<file path="config.mk">
export PLATFORM = sky130hd
export DESIGN_NAME = crf_core
export DESIGN_NICKNAME = d
export VERILOG_FILES = /design/src/crf_pkg.sv /design/src/crf_core.sv
export VERILOG_INCLUDE_DIRS = /design/src
export SDC_FILE = /design/constraint.sdc
export NUM_CORES = 1
export LEC_CHECK = 0
export ABC_AREA = 1
export BUFFER_PORTS_ARGS = -buffer_cell sky130_fd_sc_hd__buf_2
export CORE_MARGIN = 5
export CORE_UTILIZATION = 55
export CTS_BUF_LIST = sky130_fd_sc_hd__clkbuf_4
export CTS_CLUSTER_SIZE = 25
export DETAILED_ROUTE_END_ITERATION = 6
export PLACE_DENSITY_LB_ADDON = 0.08
export RECOVER_POWER = 25
export SLEW_MARGIN = 10
export SYNTH_ARGS = -nofsm -noshare
export SYNTH_HDL_FRONTEND = slang
export SYNTH_SLANG_ARGS = --single-unit
export TNS_END_PERCENT = 5
</file>
<file path="constraint.sdc">
create_clock -name clock_i -period 43.6 [get_ports clock_i]
set_clock_uncertainty 0.1 [all_clocks]
set_input_delay 2.18 -clock clock_i [delete_from_list [all_inputs] [get_ports clock_i]]
set_output_delay 2.18 -clock clock_i [all_outputs]
set_load 0.005 [all_outputs]
</file>
<file path="src/crf_cfg.svh">
// constants for the core register file and flags block
//------------------------------------------------------------------
// Summary of operation
//------------------------------------------------------------------
// Summary of operation
// (RULE1) program counter clears to zero on reset
// (RULE2) pc steps by length or loads branch target
// (RULE3) stack pointer down on push, up on pop
// (RULE4) swap-all exchanges bc, de, hl with alternates; the code keeps hl in place if swap_hl is set in the same cycle
// (RULE5) hl-only exchange leaves other pairs alone
// (RULE6) accumulator exchange swaps va and wide accumulator
// (RULE7) working address is v high, immediate low
// (RULE8) de/hl pointers step +1, -1 or +2 after access
// (RULE9) status word layout, bits 7 and 1 zero
// (RULE10) interrupt entry pushes status, return restores
// (RULE11) reset clears whole status word
// (RULE12) zero flag follows zero result
// (RULE13) skip flag follows skip condition
// (RULE14) half carry from carry or borrow at bit 3
// (RULE15) acc load chain flag on chained immediate acc loads
// (RULE16) hl load chain flag on chained l/hl loads
// (RULE17) only zero, half carry, carry are testable
// (RULE18) alu does 8/16 bit ops, multiply, divide
// (RULE19) carry from bit 7, or bit 15 when wide
`ifndef CRF_CFG_SVH
`define CRF_CFG_SVH
//------------------------------------------------------------------
// status word field positions and reset values
//------------------------------------------------------------------
`define CRF_SW_ZERO      6
`define CRF_SW_SKIP      5
`define CRF_SW_HALF      4
`define CRF_SW_ACC_CHAIN 3
`define CRF_SW_HL_CHAIN  2
`define CRF_SW_CARRY     0
`define CRF_SW_RESET     8'h00
`define CRF_PC_RESET     16'h0000
`define CRF_SP_RESET     16'h0000
`define CRF_GP_RESET     8'h00
`endif

</file>
<file path="src/crf_pkg.sv">
// types shared by the core register file and flags block
package crf_pkg;
   // register selectors for 8-bit access
   typedef enum logic [3:0] {
      CRF_R_V = 4'h0, CRF_R_A = 4'h1, CRF_R_B = 4'h2, CRF_R_C = 4'h3,
      CRF_R_D = 4'h4, CRF_R_E = 4'h5, CRF_R_H = 4'h6, CRF_R_L = 4'h7,
      CRF_R_SWL = 4'h8, CRF_R_SWH = 4'h9, CRF_R_EAL = 4'hA,
      CRF_R_EAH = 4'hB, CRF_R_NONE = 4'hF
   } crf_reg_sel_t;
   // pointer pairs
   typedef enum logic [1:0] {
      CRF_P_BC = 2'h0, CRF_P_DE = 2'h1, CRF_P_HL = 2'h2, CRF_P_EA = 2'h3
   } crf_pair_t;
   // pointer post-access step
   typedef enum logic [1:0] {
      CRF_STEP_NONE = 2'h0, CRF_STEP_INC = 2'h1, CRF_STEP_DEC = 2'h2,
      CRF_STEP_INC2 = 2'h3
   } crf_step_t;
   // alu operations
   typedef enum logic [3:0] {
      CRF_ALU_NOP = 4'h0, CRF_ALU_ADD = 4'h1, CRF_ALU_ADC = 4'h2,
      CRF_ALU_SUB = 4'h3, CRF_ALU_SBB = 4'h4, CRF_ALU_AND = 4'h5,
      CRF_ALU_OR = 4'h6, CRF_ALU_XOR = 4'h7, CRF_ALU_SHL = 4'h8,
      CRF_ALU_SHR = 4'h9, CRF_ALU_RLC = 4'hA, CRF_ALU_RRC = 4'hB,
      CRF_ALU_MUL = 4'hC, CRF_ALU_DIV = 4'hD
   } crf_alu_op_t;
   // flag test conditions
   typedef enum logic [1:0] {
      CRF_T_ZERO = 2'h0, CRF_T_HALF = 2'h1, CRF_T_CARRY = 2'h2,
      CRF_T_NONE = 2'h3
   } crf_test_t;
   // program counter sources
   typedef enum logic [1:0] {
      CRF_PC_HOLD = 2'h0, CRF_PC_STEP = 2'h1, CRF_PC_IMM = 2'h2,
      CRF_PC_REG = 2'h3
   } crf_pc_src_t;
   // stack pointer actions
   typedef enum logic [1:0] {
      CRF_SP_HOLD = 2'h0, CRF_SP_DEC = 2'h1, CRF_SP_INC = 2'h2,
      CRF_SP_LOAD = 2'h3
   } crf_sp_act_t;
   // one cycle of control from the sequencer
   typedef struct packed {
      crf_pc_src_t  pc_src;
      logic [2:0]   pc_len;
      logic [15:0]  pc_target;
      crf_sp_act_t  sp_act;
      logic [15:0]  sp_value;
      logic         swap_all;
      logic         swap_hl;
      logic         swap_acc;
      crf_reg_sel_t wr_sel;
      logic [7:0]   wr_data;
      crf_pair_t    ptr_pair;
      crf_step_t    ptr_step;
      crf_alu_op_t  alu_op;
      logic         alu_wide;
      logic [15:0]  alu_b;
      logic         alu_flags;
      logic         alu_write;
      logic         instr_done;
      logic         skip_valid;
      logic         skip_cond;
      logic         acc_chain;
      logic         hl_chain;
      logic         int_entry;
      logic         return_from_interrupt_op;
      logic [7:0]   sw_restore;
      logic [7:0]   work_offset;
      crf_test_t    test_sel;
   } crf_ctrl_t;
   // answer to the sequencer
   typedef struct packed {
      logic [15:0] pc;
      logic [15:0] sp;
      logic [7:0]  status;
      logic [15:0] work_addr;
      logic [15:0] ptr_addr;
      logic [15:0] alu_result;
      logic [7:0]  rd_data;
      logic        test_true;
   } crf_stat_t;
endpackage : crf_pkg

</file>
<file path="src/crf_core.sv">
// core register file, exchange logic, alu and status word
//
// The plain strobed port and the address map were chosen for this implementation.
`timescale 1ns/1ps
`include "crf_cfg.svh"
module crf_core (
   input  wire logic             clock_i,
   input  wire logic             rst_i,
   input  wire crf_pkg::crf_ctrl_t ctrl_i,
   input  wire crf_pkg::crf_reg_sel_t rd_sel_i,
   output crf_pkg::crf_stat_t    stat_o
);
   import crf_pkg::*;

   //---------------------------------------------------------------
   // storage
   //---------------------------------------------------------------
   // index 0..7 = v a b c d e h l, bank 0 = main, 1 = alternate
   logic [7:0]  gp_reg [0:1][0:7];
   logic [15:0] ea_reg [0:1];
   logic        sel_all_reg;   // bank used by b/c/d/e
   logic        sel_hl_reg;    // bank used by h/l
   logic        sel_acc_reg;   // bank used by v/a/ea
   logic [15:0] pc_reg;
   logic [15:0] sp_reg;
   logic [7:0]  sw_reg;
   logic [7:0]  sw_next;

   //---------------------------------------------------------------
   // active bank views
   //---------------------------------------------------------------
   wire [7:0]  v_w  = gp_reg[sel_acc_reg][0];
   wire [7:0]  a_w  = gp_reg[sel_acc_reg][1];
   wire [7:0]  b_w  = gp_reg[sel_all_reg][2];
   wire [7:0]  c_w  = gp_reg[sel_all_reg][3];
   wire [7:0]  d_w  = gp_reg[sel_all_reg][4];
   wire [7:0]  e_w  = gp_reg[sel_all_reg][5];
   wire [7:0]  h_w  = gp_reg[sel_hl_reg][6];
   wire [7:0]  l_w  = gp_reg[sel_hl_reg][7];
   wire [15:0] ea_w = ea_reg[sel_acc_reg];

   // pointer pair selection
   wire [15:0] bc_w = {b_w, c_w};
   wire [15:0] de_w = {d_w, e_w};
   wire [15:0] hl_w = {h_w, l_w};
   wire [15:0] ptr_w = (ctrl_i.ptr_pair == CRF_P_BC) ? bc_w :
                       (ctrl_i.ptr_pair == CRF_P_DE) ? de_w :
                       (ctrl_i.ptr_pair == CRF_P_HL) ? hl_w : ea_w;
   // post-access step only on de and hl
   wire ptr_stepable = (ctrl_i.ptr_pair == CRF_P_DE) ||
                       (ctrl_i.ptr_pair == CRF_P_HL);
   wire [15:0] ptr_next =
      (ctrl_i.ptr_step == CRF_STEP_INC)  ? ptr_w + 16'h0001 :
      (ctrl_i.ptr_step == CRF_STEP_DEC)  ? ptr_w - 16'h0001 :
      (ctrl_i.ptr_step == CRF_STEP_INC2) ? ptr_w + 16'h0002 :
                                           ptr_w;                // RULE8
   wire ptr_we = ptr_stepable && (ctrl_i.ptr_step != CRF_STEP_NONE);

   //---------------------------------------------------------------
   // alu
   //---------------------------------------------------------------
   logic [16:0] alu_sum;
   logic [15:0] alu_res;
   logic        alu_cy;
   logic        alu_hc;
   logic [4:0]  half_sum;
   logic [15:0] op_a;
   logic        cin;
   logic [15:0] mul_w;
   logic [15:0] div_q;
   logic [7:0]  div_r;

   // divide ea by c, remainder kept in c
   assign mul_w = {8'h00, a_w} * {8'h00, ctrl_i.alu_b[7:0]};
   assign div_q = (c_w == 8'h00) ? 16'hFFFF : ea_w / {8'h00, c_w};
   assign div_r = (c_w == 8'h00) ? c_w : 8'((ea_w % {8'h00, c_w}));

   // combinational operation and flag causes
   always_comb begin
      op_a     = ctrl_i.alu_wide ? ea_w : {8'h00, a_w};
      cin      = (ctrl_i.alu_op == CRF_ALU_ADC ||
                  ctrl_i.alu_op == CRF_ALU_SBB) ? sw_reg[`CRF_SW_CARRY]
                                                : 1'b0;
      alu_sum  = 17'h00000;
      half_sum = 5'h00;
      alu_res  = 16'h0000;
      alu_cy   = 1'b0;
      alu_hc   = 1'b0;
      case (ctrl_i.alu_op)
         CRF_ALU_ADD, CRF_ALU_ADC: begin
            alu_sum  = {1'b0, op_a} + {1'b0, ctrl_i.alu_b}
                       + {16'h0000, cin};
            half_sum = {1'b0, op_a[3:0]} + {1'b0, ctrl_i.alu_b[3:0]}
                       + {4'h0, cin};
         end
         CRF_ALU_SUB, CRF_ALU_SBB: begin
            alu_sum  = {1'b0, op_a} - {1'b0, ctrl_i.alu_b}
                       - {16'h0000, cin};
            half_sum = {1'b0, op_a[3:0]} - {1'b0, ctrl_i.alu_b[3:0]}
                       - {4'h0, cin};
         end
         default: ;
      endcase
      case (ctrl_i.alu_op)
         CRF_ALU_ADD, CRF_ALU_ADC, CRF_ALU_SUB, CRF_ALU_SBB: begin
            alu_res = ctrl_i.alu_wide ? alu_sum[15:0]
                                      : {8'h00, alu_sum[7:0]};
            // carry or borrow at bit 7, or bit 15 when wide
            alu_cy  = ctrl_i.alu_wide ? alu_sum[16]
                                      : alu_sum[8];              // RULE19
            alu_hc  = half_sum[4];                               // RULE14
         end
         CRF_ALU_AND: alu_res = op_a & ctrl_i.alu_b;
         CRF_ALU_OR:  alu_res = op_a | ctrl_i.alu_b;
         CRF_ALU_XOR: alu_res = op_a ^ ctrl_i.alu_b;
         CRF_ALU_SHL: begin
            alu_res = ctrl_i.alu_wide ? {op_a[14:0], 1'b0}
                                      : {8'h00, op_a[6:0], 1'b0};
            alu_cy  = ctrl_i.alu_wide ? op_a[15] : op_a[7];
         end
         CRF_ALU_SHR: begin
            alu_res = {1'b0, op_a[15:1]};
            alu_cy  = op_a[0];
         end
         CRF_ALU_RLC: begin
            alu_res = {8'h00, a_w[6:0], sw_reg[`CRF_SW_CARRY]};
            alu_cy  = a_w[7];
         end
         CRF_ALU_RRC: begin
            alu_res = {8'h00, sw_reg[`CRF_SW_CARRY], a_w[7:1]};
            alu_cy  = a_w[0];
         end
         CRF_ALU_MUL: alu_res = mul_w;                           // RULE18
         CRF_ALU_DIV: alu_res = div_q;                           // RULE18
         default:     alu_res = 16'h0000;
      endcase
   end

   wire alu_zero = ctrl_i.alu_wide ? (alu_res == 16'h0000)
                                   : (alu_res[7:0] == 8'h00);    // RULE12
   wire alu_arith = ctrl_i.alu_op inside {CRF_ALU_ADD, CRF_ALU_ADC,
                    CRF_ALU_SUB, CRF_ALU_SBB};
   wire alu_carry_op = alu_arith ||
      ctrl_i.alu_op inside {CRF_ALU_SHL, CRF_ALU_SHR, CRF_ALU_RLC,
      CRF_ALU_RRC};
   wire mul_div = ctrl_i.alu_op inside {CRF_ALU_MUL, CRF_ALU_DIV};

   //---------------------------------------------------------------
   // status word next value
   //---------------------------------------------------------------
   always_comb begin
      sw_next = sw_reg;
      if (ctrl_i.return_from_interrupt_op) begin
         sw_next = ctrl_i.sw_restore;                            // RULE10
      end else begin
         if (ctrl_i.alu_flags) begin
            sw_next[`CRF_SW_ZERO] = alu_zero;                    // RULE12
            if (alu_arith) sw_next[`CRF_SW_HALF] = alu_hc;       // RULE14
            if (alu_carry_op) sw_next[`CRF_SW_CARRY] = alu_cy;   // RULE19
         end
         if (ctrl_i.skip_valid) begin
            sw_next[`CRF_SW_SKIP] = ctrl_i.skip_cond;            // RULE13
         end
         if (ctrl_i.instr_done) begin
            sw_next[`CRF_SW_ACC_CHAIN] = ctrl_i.acc_chain;       // RULE15
            sw_next[`CRF_SW_HL_CHAIN]  = ctrl_i.hl_chain;        // RULE16
         end
      end
      sw_next[7] = 1'b0;                                         // RULE9
      sw_next[1] = 1'b0;                                         // RULE9
   end

   //---------------------------------------------------------------
   // bank select flip-flops
   //---------------------------------------------------------------
   always_ff @(posedge clock_i or posedge rst_i) begin
      if (rst_i) begin
         sel_all_reg <= 1'b0;
         sel_hl_reg  <= 1'b0;
         sel_acc_reg <= 1'b0;
      end else begin
         // swap-all flips bc and de banks; hl flips when exactly one of swap_all, swap_hl is set
         if (ctrl_i.swap_all) sel_all_reg <= ~sel_all_reg;       // RULE4
         if (ctrl_i.swap_all ^ ctrl_i.swap_hl) begin
            sel_hl_reg <= ~sel_hl_reg;                           // RULE5
         end
         if (ctrl_i.swap_acc) sel_acc_reg <= ~sel_acc_reg;       // RULE6
      end
   end

   //---------------------------------------------------------------
   // general register writes, per bank and per register
   //---------------------------------------------------------------
   genvar gb, gr;
   generate
      for (gb = 0; gb < 2; gb++) begin : g_bank
         for (gr = 0; gr < 8; gr++) begin : g_reg
            wire [0:0] bank_of = (gr < 2) ? sel_acc_reg :
                                 (gr < 6) ? sel_all_reg : sel_hl_reg;
            wire active = (bank_of == 1'(gb));
            wire hit_wr = active && (ctrl_i.wr_sel == crf_reg_sel_t'(gr));
            wire hit_ptr = active && ptr_we &&
               (((gr == 4 || gr == 5) && ctrl_i.ptr_pair == CRF_P_DE) ||
                ((gr == 6 || gr == 7) && ctrl_i.ptr_pair == CRF_P_HL));
            wire hit_alu = active && ctrl_i.alu_write &&
               ((gr == 1) || (gr == 3 && ctrl_i.alu_op == CRF_ALU_DIV));
            wire [7:0] ptr_byte = (gr % 2 == 0) ? ptr_next[15:8]
                                                : ptr_next[7:0];
            wire [7:0] alu_byte = (gr == 3) ? div_r : alu_res[7:0];
            always_ff @(posedge clock_i or posedge rst_i) begin
               if (rst_i) begin
                  gp_reg[gb][gr] <= `CRF_GP_RESET;
               end else if (hit_alu && !ctrl_i.alu_wide && !mul_div) begin
                  gp_reg[gb][gr] <= alu_byte;
               end else if (hit_alu && gr == 3) begin
                  gp_reg[gb][gr] <= alu_byte;
               end else if (hit_ptr) begin
                  gp_reg[gb][gr] <= ptr_byte;                    // RULE8
               end else if (hit_wr) begin
                  gp_reg[gb][gr] <= ctrl_i.wr_data;
               end
            end
         end
         // wide accumulator of this bank
         wire ea_act = (sel_acc_reg == 1'(gb));
         always_ff @(posedge clock_i or posedge rst_i) begin
            if (rst_i) begin
               ea_reg[gb] <= {`CRF_GP_RESET, `CRF_GP_RESET};
            end else if (ea_act && ctrl_i.alu_write &&
                         (ctrl_i.alu_wide || mul_div)) begin
               ea_reg[gb] <= alu_res;                            // RULE18
            end else if (ea_act && ctrl_i.wr_sel == CRF_R_EAL) begin
               ea_reg[gb] <= {ea_reg[gb][15:8], ctrl_i.wr_data};
            end else if (ea_act && ctrl_i.wr_sel == CRF_R_EAH) begin
               ea_reg[gb] <= {ctrl_i.wr_data, ea_reg[gb][7:0]};
            end
         end
      end
   endgenerate

   //---------------------------------------------------------------
   // program counter, stack pointer and status word
   //---------------------------------------------------------------
   wire [15:0] pc_next =
      (ctrl_i.pc_src == CRF_PC_STEP) ? pc_reg + {13'h0000, ctrl_i.pc_len} :
      (ctrl_i.pc_src == CRF_PC_IMM)  ? ctrl_i.pc_target :
      (ctrl_i.pc_src == CRF_PC_REG)  ? ptr_w : pc_reg;           // RULE2
   wire [15:0] sp_next =
      (ctrl_i.sp_act == CRF_SP_DEC)  ? sp_reg - 16'h0001 :
      (ctrl_i.sp_act == CRF_SP_INC)  ? sp_reg + 16'h0001 :
      (ctrl_i.sp_act == CRF_SP_LOAD) ? ctrl_i.sp_value : sp_reg; // RULE3

   always_ff @(posedge clock_i or posedge rst_i) begin
      if (rst_i) begin
         pc_reg <= `CRF_PC_RESET;                                // RULE1
         sp_reg <= `CRF_SP_RESET;
         sw_reg <= `CRF_SW_RESET;                                // RULE11
      end else begin
         pc_reg <= pc_next;
         sp_reg <= sp_next;
         sw_reg <= sw_next;
      end
   end

   //---------------------------------------------------------------
   // read port, address forming and flag test
   //---------------------------------------------------------------
   logic [7:0] rd_next;
   always_comb begin
      case (rd_sel_i)
         CRF_R_V:   rd_next = v_w;
         CRF_R_A:   rd_next = a_w;
         CRF_R_B:   rd_next = b_w;
         CRF_R_C:   rd_next = c_w;
         CRF_R_D:   rd_next = d_w;
         CRF_R_E:   rd_next = e_w;
         CRF_R_H:   rd_next = h_w;
         CRF_R_L:   rd_next = l_w;
         // status byte pushed on interrupt entry
         CRF_R_SWL: rd_next = sw_reg;                            // RULE10
         CRF_R_EAL: rd_next = ea_w[7:0];
         CRF_R_EAH: rd_next = ea_w[15:8];
         default:   rd_next = 8'h00;
      endcase
   end

   logic [7:0] rd_reg;
   always_ff @(posedge clock_i or posedge rst_i) begin
      if (rst_i) rd_reg <= 8'h00;
      else       rd_reg <= rd_next;
   end

   // only zero, half carry and carry can be tested
   wire test_w = (ctrl_i.test_sel == CRF_T_ZERO)  ? sw_reg[`CRF_SW_ZERO] :
                 (ctrl_i.test_sel == CRF_T_HALF)  ? sw_reg[`CRF_SW_HALF] :
                 (ctrl_i.test_sel == CRF_T_CARRY) ? sw_reg[`CRF_SW_CARRY]
                                                  : 1'b0;        // RULE17

   assign stat_o.pc         = pc_reg;
   assign stat_o.sp         = sp_reg;
   assign stat_o.status     = sw_reg;
   assign stat_o.work_addr  = {v_w, ctrl_i.work_offset};         // RULE7
   assign stat_o.ptr_addr   = ptr_w;
   assign stat_o.alu_result = alu_res;
   assign stat_o.rd_data    = rd_reg;
   assign stat_o.test_true  = test_w;
endmodule : crf_core

</file>
# After elaboration in Yosys (flattened, before gate mapping)
# Cells that the tools add are included.
dict set report op_classes {
  addsub 14
  n_mul 1
  div_mod_pow 2
  order_cmp 3
  n_eq_ne 47
  mux 83
  bitwise 10
  reduce_logical 92
}
# op count
set op_table {}
lappend op_table {{$mux 16} 28}
lappend op_table {{$mux 8} 27}
lappend op_table {{$mux 64} 3}
lappend op_table {{$pmux 16 s10} 1}
lappend op_table {{$mux 48} 3}
lappend op_table {{$pmux 8 s11} 1}
lappend op_table {{$eq 4x3->1 const B} 12}
lappend op_table {{$logic_and 1x1->1} 45}
lappend op_table {{$eq 4x4->1 const B} 11}
lappend op_table {{$reduce_bool 2->1} 21}
lappend op_table {{$pmux 17 s2} 1}
lappend op_table {{$add 16x1->16 const B} 2}
lappend op_table {{$sub 16x1->16 const B} 2}
lappend op_table {{$eq 4x2->1 const B} 6}
lappend op_table {{$add 16x16->17} 1}
lappend op_table {{$add 17x1->17} 1}
lappend op_table {{$sub 16x16->17} 1}
lappend op_table {{$sub 17x1->17} 1}
lappend op_table {{$add 16x2->16 const B} 1}
lappend op_table {{$add 16x3->16} 1}
lappend op_table {{$and 16x16->16} 1}
lappend op_table {{$div 16x8->16} 1}
lappend op_table {{$eq 2x2->1 const B} 8}
lappend op_table {{$logic_not 16->1} 1}
lappend op_table {{other kinds (30)} 72}
dict set report totals {
  regBits 209
  in_bits 112
  output_inout_bits 97
  wordCells 283
}

# Longest topological paths before layout
# Gate-level depths: netlist (run 1).
dict set report logic_depth {
  depth_word 14
  depth_mapped 228
  mapped_depth_nobuf 218
}

# Worst setup path before layout (run 1)
# OpenSTA, ideal clock, no wires.
dict set report synth_timing {
  path_kind {register to output}
  startpoint {register sel_all_reg, in the netlist g_bank[0].g_reg[2].bank_of}
  endpoint {output port stat_o[9] (netlist bit)}
  arrival_ns 27.367
  t_required_ns 41.320
  path_slack_ns 13.953
  stages_incl_launch_ff 220
  path_buffers 10
  path_cell_list {dfrtp_1 inv_2 clkbuf_1 nand2_1 nand2_1 inv_1 ha_1 nor2_1 nor2_1 nand3_1 nand2_1 nand2_1 ha_1 inv_1 o21bai_1 nand3_2 nand2_1 nand2_1 [184 not listed] nand2_4 clkinv_4 or2_2 o21a_1 inv_1 fa_1 a21oi_1 o21bai_1 a21oi_1 o21ai_0 a31oi_1 o21ai_0 a21oi_1 nand3_1 nor2_8 nand2_4 o21ai_2 nand2_1}
}
# item line_no
set synth_rtl {}
lappend synth_rtl {{start, declared} crf_core.sv:21} ;# logic sel_all_reg;
lappend synth_rtl {{start signal, assigned} crf_core.sv:183} ;# if (ctrl_i.swap_all) sel_all_reg <= ~sel_all_reg;
lappend synth_rtl {{end, declared} crf_core.sv:11} ;# output crf_pkg::crf_stat_t stat_o

==> reports/metrics.csv, run 1 <==
metric,value,unit
synth_top_family_by_area,simple AND/OR/NAND/NOR gates,
synthFlopType,dfrtp_1,
pin_count,209,
layout_setup_ws,8.06,ns
critical_path_class,flop to output port,
fp.dieW,217,um
clk_latency,0.73,ns
setup-violations-final,0,
synth_xor_area_share,3.27,%
synth_area,0.0236,mm^2
hp-class,flop to flop,
required,41.32,ns
cp_max_fo,43,
area_growth,8.81,%
h-tree-depth,2,
start_util,55.9,%
core_area,0.0422,mm^2
crit_slowest_cell,o31ai_1,
report.final.slew_viol_count,146,
synth_top_cell_area_share,22.2,%
grt_usage,34.7,%
io_buffers,187,
gp_congestion,0.993,
fin_crit,35.54,ns
setup.worst_path.start,g_bank[0].g_reg[0].bank_of,
rr_endpoint,ea_reg[0],
detailed_place_hpwl,64800,um
crit_path_end,stat_o[9],
synth_cell_types,67,
final_cell_mix,"nand2_1, inv_1, nor2_1",
syn_inst,3548,
cts_resized,0,
holdBufCountCts,0,
worstReg2RegStart,g_bank[0].g_reg[0].bank_of,
grt_pass1_vias,24400,
worstPathArrival,33.26,ns
synthMuxAreaShare,0.806,%
rrSetupSlack,10.82,ns
synth-seq-cells,209,
synth_compound_area_share,20.6,%
fmax,0.0281,GHz
yosysWarnings,0,
ff2ff_path_depth,211,
violations,"DRC, capacitance limit, slew limit",
clk_pin_slew,0.07,ns
hold_viol,0,
drc_errors,2,
grt_pass1_wl,132000,um
grt.overflow.total,0,
yosys.area.top_type,dfrtp_1,
ant_nets,0,
largest_register_ffs,128,
viasPerCell,5.94,
via_count,25600,
cts_sinks,209,
cts_made_buffers,54,
max_cap_viol_count,1,
wl_per_cell,19.6,um
syn_avg_cell_area,6.65,um^2
cts-root-buf,clkbuf_4,
final_common_cell,nand2_1,
antenna_found_initial,4,
synthSimpleGateAreaFrac,27.7,%
startpoint_type,flop,
die_area,0.0471,mm^2
worst_slew_pin_slew,6.51,ns
rows,75,
grt_max_degree,146,
cts.path.max_buffers,3,
pre_cts_ws,9.28,ns
synthArstFlopShare,100,%
cts_tree,done,
drt-initial-drc-count,2498,
outcome,"finished, violations left",
fin_nets,4090,
synth_adder_area_share,14.7,%
fin_setup_tns,0,ns
ys_seq_area_share,22.2,%
post-cts-setup-buffers,0,
drive_above_1_share,11.9,%
routed_wl,84400,um
slew_headroom,-336,%
worst_path_most_repeated_cell,nand2_1,
synth.area.top_cells,"dfrtp_1, nand2_1, ha_1, inv_1, o21ai_0",
slowest_delay,0.46,ns
synth-edff-count,0,
fp.dieH,217,um
min_path_cells,2,
drt_first_pass_iters,7,
rsz0062_at_grt,false,
fin_crit_sh,81.5,%
end_kind,output port,
[cell usage after synthesis (16+ instances only)]
cell type	n
o22ai_1	38
a31oi_1	99
nor2_1	367
xor2_1	54
xnor2_1	34
mux2i_1	19
o21ai_1	26
nand2_1	819
a21o_1	22
a22oi_1	18
nor3_1	34
a21oi_1	161
o21bai_1	16
fa_1	42
o21ai_0	290
or2_2	41
a221oi_1	20
o211ai_1	29
ha_1	210
nand4_1	22
nand3_2	18
nand2_2	32
inv_1	525
dfrtp_1	209
nand3_1	128
clkbuf_1	70
[kinds of logic after synthesis]
logic type | count (synthesis)
simple gates | 1512
compound gates | 813
buf+inv | 654
fa+ha+maj | 252
flops | 209
xor+xnor | 88
mux | 19
other cells | 1
[final cells by class]
| class | count | area [um^2] |
|---|---|---|
| Antenna cell | 2 | 5.00 |
| Clock buffer | 74 | 556 |
| Clock inverter | 16 | 88.8 |
| Fill cell | 4155 | 16600 |
| Inverter | 551 | 2070 |
| Multi-Input combinational cell | 2686 | 15800 |
| Sequential cell | 209 | 5230 |
| Tap cell | 539 | 674 |
| Timing Repair Buffer | 224 | 1210 |
[how the worst min path moves through the flow]
stage,startpoint,end
final,gp_reg[98],gp_reg[98]
after global routing,gp_reg[127],gp_reg[127]
after CTS,gp_reg[98],gp_reg[98]
after detailed placement,gp_reg[98],gp_reg[98]
after global placement,gp_reg[99],gp_reg[99]
after floorplan,gp_reg[102],gp_reg[102]
[metal layers]
layer | part of all wire (%) | vias up | wire length (um) | track usage, %
li1 | - | 12100 | - | -
met1 | 40 | 11900 | 34100 | 45.3
met2 | 45 | 1214 | 38400 | 56.4
met3 | 8.4 | 278 | 7060 | 5.11
met4 | 5.7 | 4 | 4810 | 17.9
met5 | 0.040 | - | 34 | 0
[critical path: cells and delay by family, from the launching register on]
kind                       cells  cell delay (ns)
buffers and inverters         33             4.53
and+or+nand+nor               95            10.50
AOI/OAI and AO/OA             66            11.85
DFF                            1             0.32
adders and majority gates     16             5.31
[per-stage QoR]
stage / util (%) / hold WS, ns / area (um^2) / cells
2_1_floorplan: - / 0.349 / 23600 / 3549
5_1_grt: 60.8 / 0.401 / 25700 / 4301
3_5_place_dp: 59.3 / 0.365 / 25000 / 4209
6_report: 60.8 / 0.387 / 25700 / 4301
4_1_cts: 60.8 / 0.383 / 25700 / 4299
3_3_place_gp: 59.3 / 0.363 / 25000 / 4209
Power of run 1 is not shown: default switching activity piles up to over one toggle a cycle in this logic, so the estimate is an artifact.
==> run 2, diff against run 1 <==
- ABC_AREA: 1 -> 0
- clock period: 43.6 -> 30.3 ns (I/O delays scaled with it)
==> reports/metrics.csv, run 2 <==
metric,value,unit,change
cts.path.max_buffers,3,,unchanged
slew_headroom,-315,%,+21 points
antenna_found_initial,3,,-1
cp_max_fo,7,,-84%
fin_nets,3733,,-8.7%
drt_first_pass_iters,6,,-1
setup.worst_path.start,g_bank[0].g_reg[2].bank_of,,
violations,"capacitance limit, slew limit, setup timing",,
worstPathArrival,29.17,ns,-4.09 ns
synth_cell_types,106,,+58%
fmax,0.0325,GHz,
clk_latency,0.73,ns,about the same
end_kind,output port,,
drt-initial-drc-count,2169,,-13%
fin_crit_sh,102,%,
cts_made_buffers,54,,unchanged
fp.dieW,219,um,+0.72%
io_buffers,187,,unchanged
pin_count,209,,unchanged
detailed_place_hpwl,65300,um,+0.74%
outcome,"finished, violations left",,
rows,76,,+1.3%
drc_errors,0,,-2
ant_nets,0,,unchanged
crit_family,compound AO/OA/AOI/OAI gates,,
area_growth,18.9,%,
synth_area,0.0240,mm^2,+1.5%
grt_pass1_vias,24800,,+1.7%
largest_register_ffs,128,,unchanged
synth-edff-count,0,,unchanged
hold_viol,0,,unchanged
synth-seq-cells,209,,unchanged
clk_pin_slew,0.07,ns,about the same
startpoint_type,flop,,
cts-root-buf,clkbuf_4,,
setup-violations-final,1,,+1
routed_wl,89200,um,+5.6%
ys_seq_area_share,21.8,%,-0.33 points
holdBufCountCts,0,,unchanged
ys_top_cells_by_count,"nand2_1, nor2_1, a21oi_1, ha_1, dfrtp_1",,
start_util,55.6,%,-0.27 points
pre_cts_ws,-0.466,ns,-9.75 ns
synth_top_cell_area_share,21.8,%,-0.33 points
cts_sinks,209,,unchanged
synthFlopType,dfrtp_1,,
synthArstFlopShare,100,%,unchanged
slowest_delay,0.51,ns,+0.05 ns
fp.dieH,219,um,+0.72%
rsz0062_at_grt,true,,
hold_slack,0.369,ns,-0.0180 ns
core_area,0.0431,mm^2,+2.0%
worstReg2RegStart,g_bank[0].g_reg[2].bank_of,,
crit_slowest_cell,dfrtp_4,,
worst_path_most_repeated_cell,o21a_1,,
layout_setup_ws,-0.490,ns,-8.55 ns
gp_congestion,0.966,,-2.7%
final_area,0.0285,mm^2,+11%
h-tree-depth,2,,unchanged
path_buf_inv,9,,-73%
fin_util,66.1,%,+5.3 points
yosysWarnings,0,,unchanged
grt_pass1_wl,137000,um,+3.2%
syn_avg_cell_area,7.90,um^2,+19%
post_dp_cell_area,0.0261,mm^2,+4.1%
final_cell_mix,"nand2_1, nor2_1, buf_4",,
synth.most_common_cell,nand2_1,,
max_cap_viol_count,2,,+1
die_area,0.0478,mm^2,+1.5%
critical_path_class,flop to output port,,
wl_per_cell,22.4,um,+14%
required,28.69,ns,-12.63 ns
synth.area.top_cells,"dfrtp_1, ha_1, mux2_2, a21oi_1, nand2_1",,
cts_tree,done,,
yosys.area.top_type,dfrtp_1,,
fin_crit,30.79,ns,
grt.overflow.total,0,,unchanged
fillCellCount,3768,,-9.3%
grt_usage,35.8,%,+1.1 points
drive_above_1_share,24.1,%,+12 points
worstHoldStart,sp_reg[15],,
report.final.slew_viol_count,176,,+21%
syn_inst,3031,,-15%
final_common_cell,nand2_1,,
viasPerCell,6.33,,+6.6%
hp-class,flop to flop,,
grt_max_degree,140,,-4.1%
via_count,25200,,-1.3%
worst_slew_pin_slew,6.19,ns,-0.320 ns
-- run 2: cell count changes after synthesis, moves of 47 or more --
| cell | previous run | this run |
|---|---|---|
| o21a_1 | 5 | 65 |
| nor3_1 | 34 | 81 |
| nand2_1 | 819 | 314 |
| a31oi_1 | 99 | 34 |
| a21oi_1 | 161 | 247 |
| nand3_1 | 128 | 62 |
| mux2i_1 | 19 | 112 |
| o21ai_0 | 290 | 163 |
| nor2_1 | 367 | 312 |
| mux2_2 | 0 | 123 |
| inv_1 | 525 | 198 |
-- run 2: worst paths after layout --
kind	endpoint	depth (start not counted)	slack (ns)
max in group asynchronous	g_bank[0].g_reg[2].bank_of	2	24.02
max	stat_o[9]	139	-0.49
min reg2reg	sp_reg[15]	1	0.37
max reg2reg	gp_reg[97]	140	1.21
min in group asynchronous	sp_reg[1]	2	2.63
min	sp_reg[15]	1	0.37
-- run 2: stage by stage --
stage,std cells,setup TNS [ns]
2_1_floorplan,3032,0
3_3_place_gp,3778,0
3_5_place_dp,3778,-0.466
4_1_cts,3928,0
5_1_grt,3985,-1.60
6_report,3985,-0.490
-- run 2: repair_timing --
item                       4_1_cts  5_1_grt
cloned                           1        0
setup buffers                   64       56
pin swaps                       41      113
gates resized for setup         72       93
setup endpoints to repair        1       21
-- run 2: cell families (layout without fill, tap and decap cells) --
group	count (synthesis)	count (layout)	share of synthesized area, %
compound gates	878	879	23.7
xor+xnor	109	109	3.98
fa+ha+maj	252	252	14.5
buf+inv	352	717	5.81
flops	209	209	21.8
mux	244	244	11.1
other cells	1	4	0.0157
simple gates	986	986	19.1
-- run 2: final cells by class --
type / count / area [um^2] / share of cell area [%]
multi-input cells: 2472 / 18300 / 64.2
flip-flops and latches: 209 / 5240 / 18.4
repair buffers: 427 / 2790 / 9.81
inverters: 205 / 771 / 2.71
well taps: 585 / 732 / 2.57
clock buffers: 71 / 533 / 1.87
clock inverters: 14 / 136 / 0.479
diodes: 2 / 5.00 / 0.0176
-- run 2: worst register-to-register path: cells and delay by family, from the launching register on --
kind / cells / cell delay, ns
AOI/OAI and AO/OA: 79 / 14.88
xor gates and xnor gates: 1 / 0.25
adders and majority gates: 15 / 3.90
buffers and inverters: 10 / 1.38
DFF: 1 / 0.51
muxes: 8 / 2.56
and+or+nand+nor: 27 / 5.40
-- run 2: layer usage --
metal  track usage (%)  share of wire, %
met5                 0             0.022
met4              17.3               5.4
met3              5.72               8.1
met2              58.0                46
met1              46.9                41
Power of run 2 is left out for the same reason.
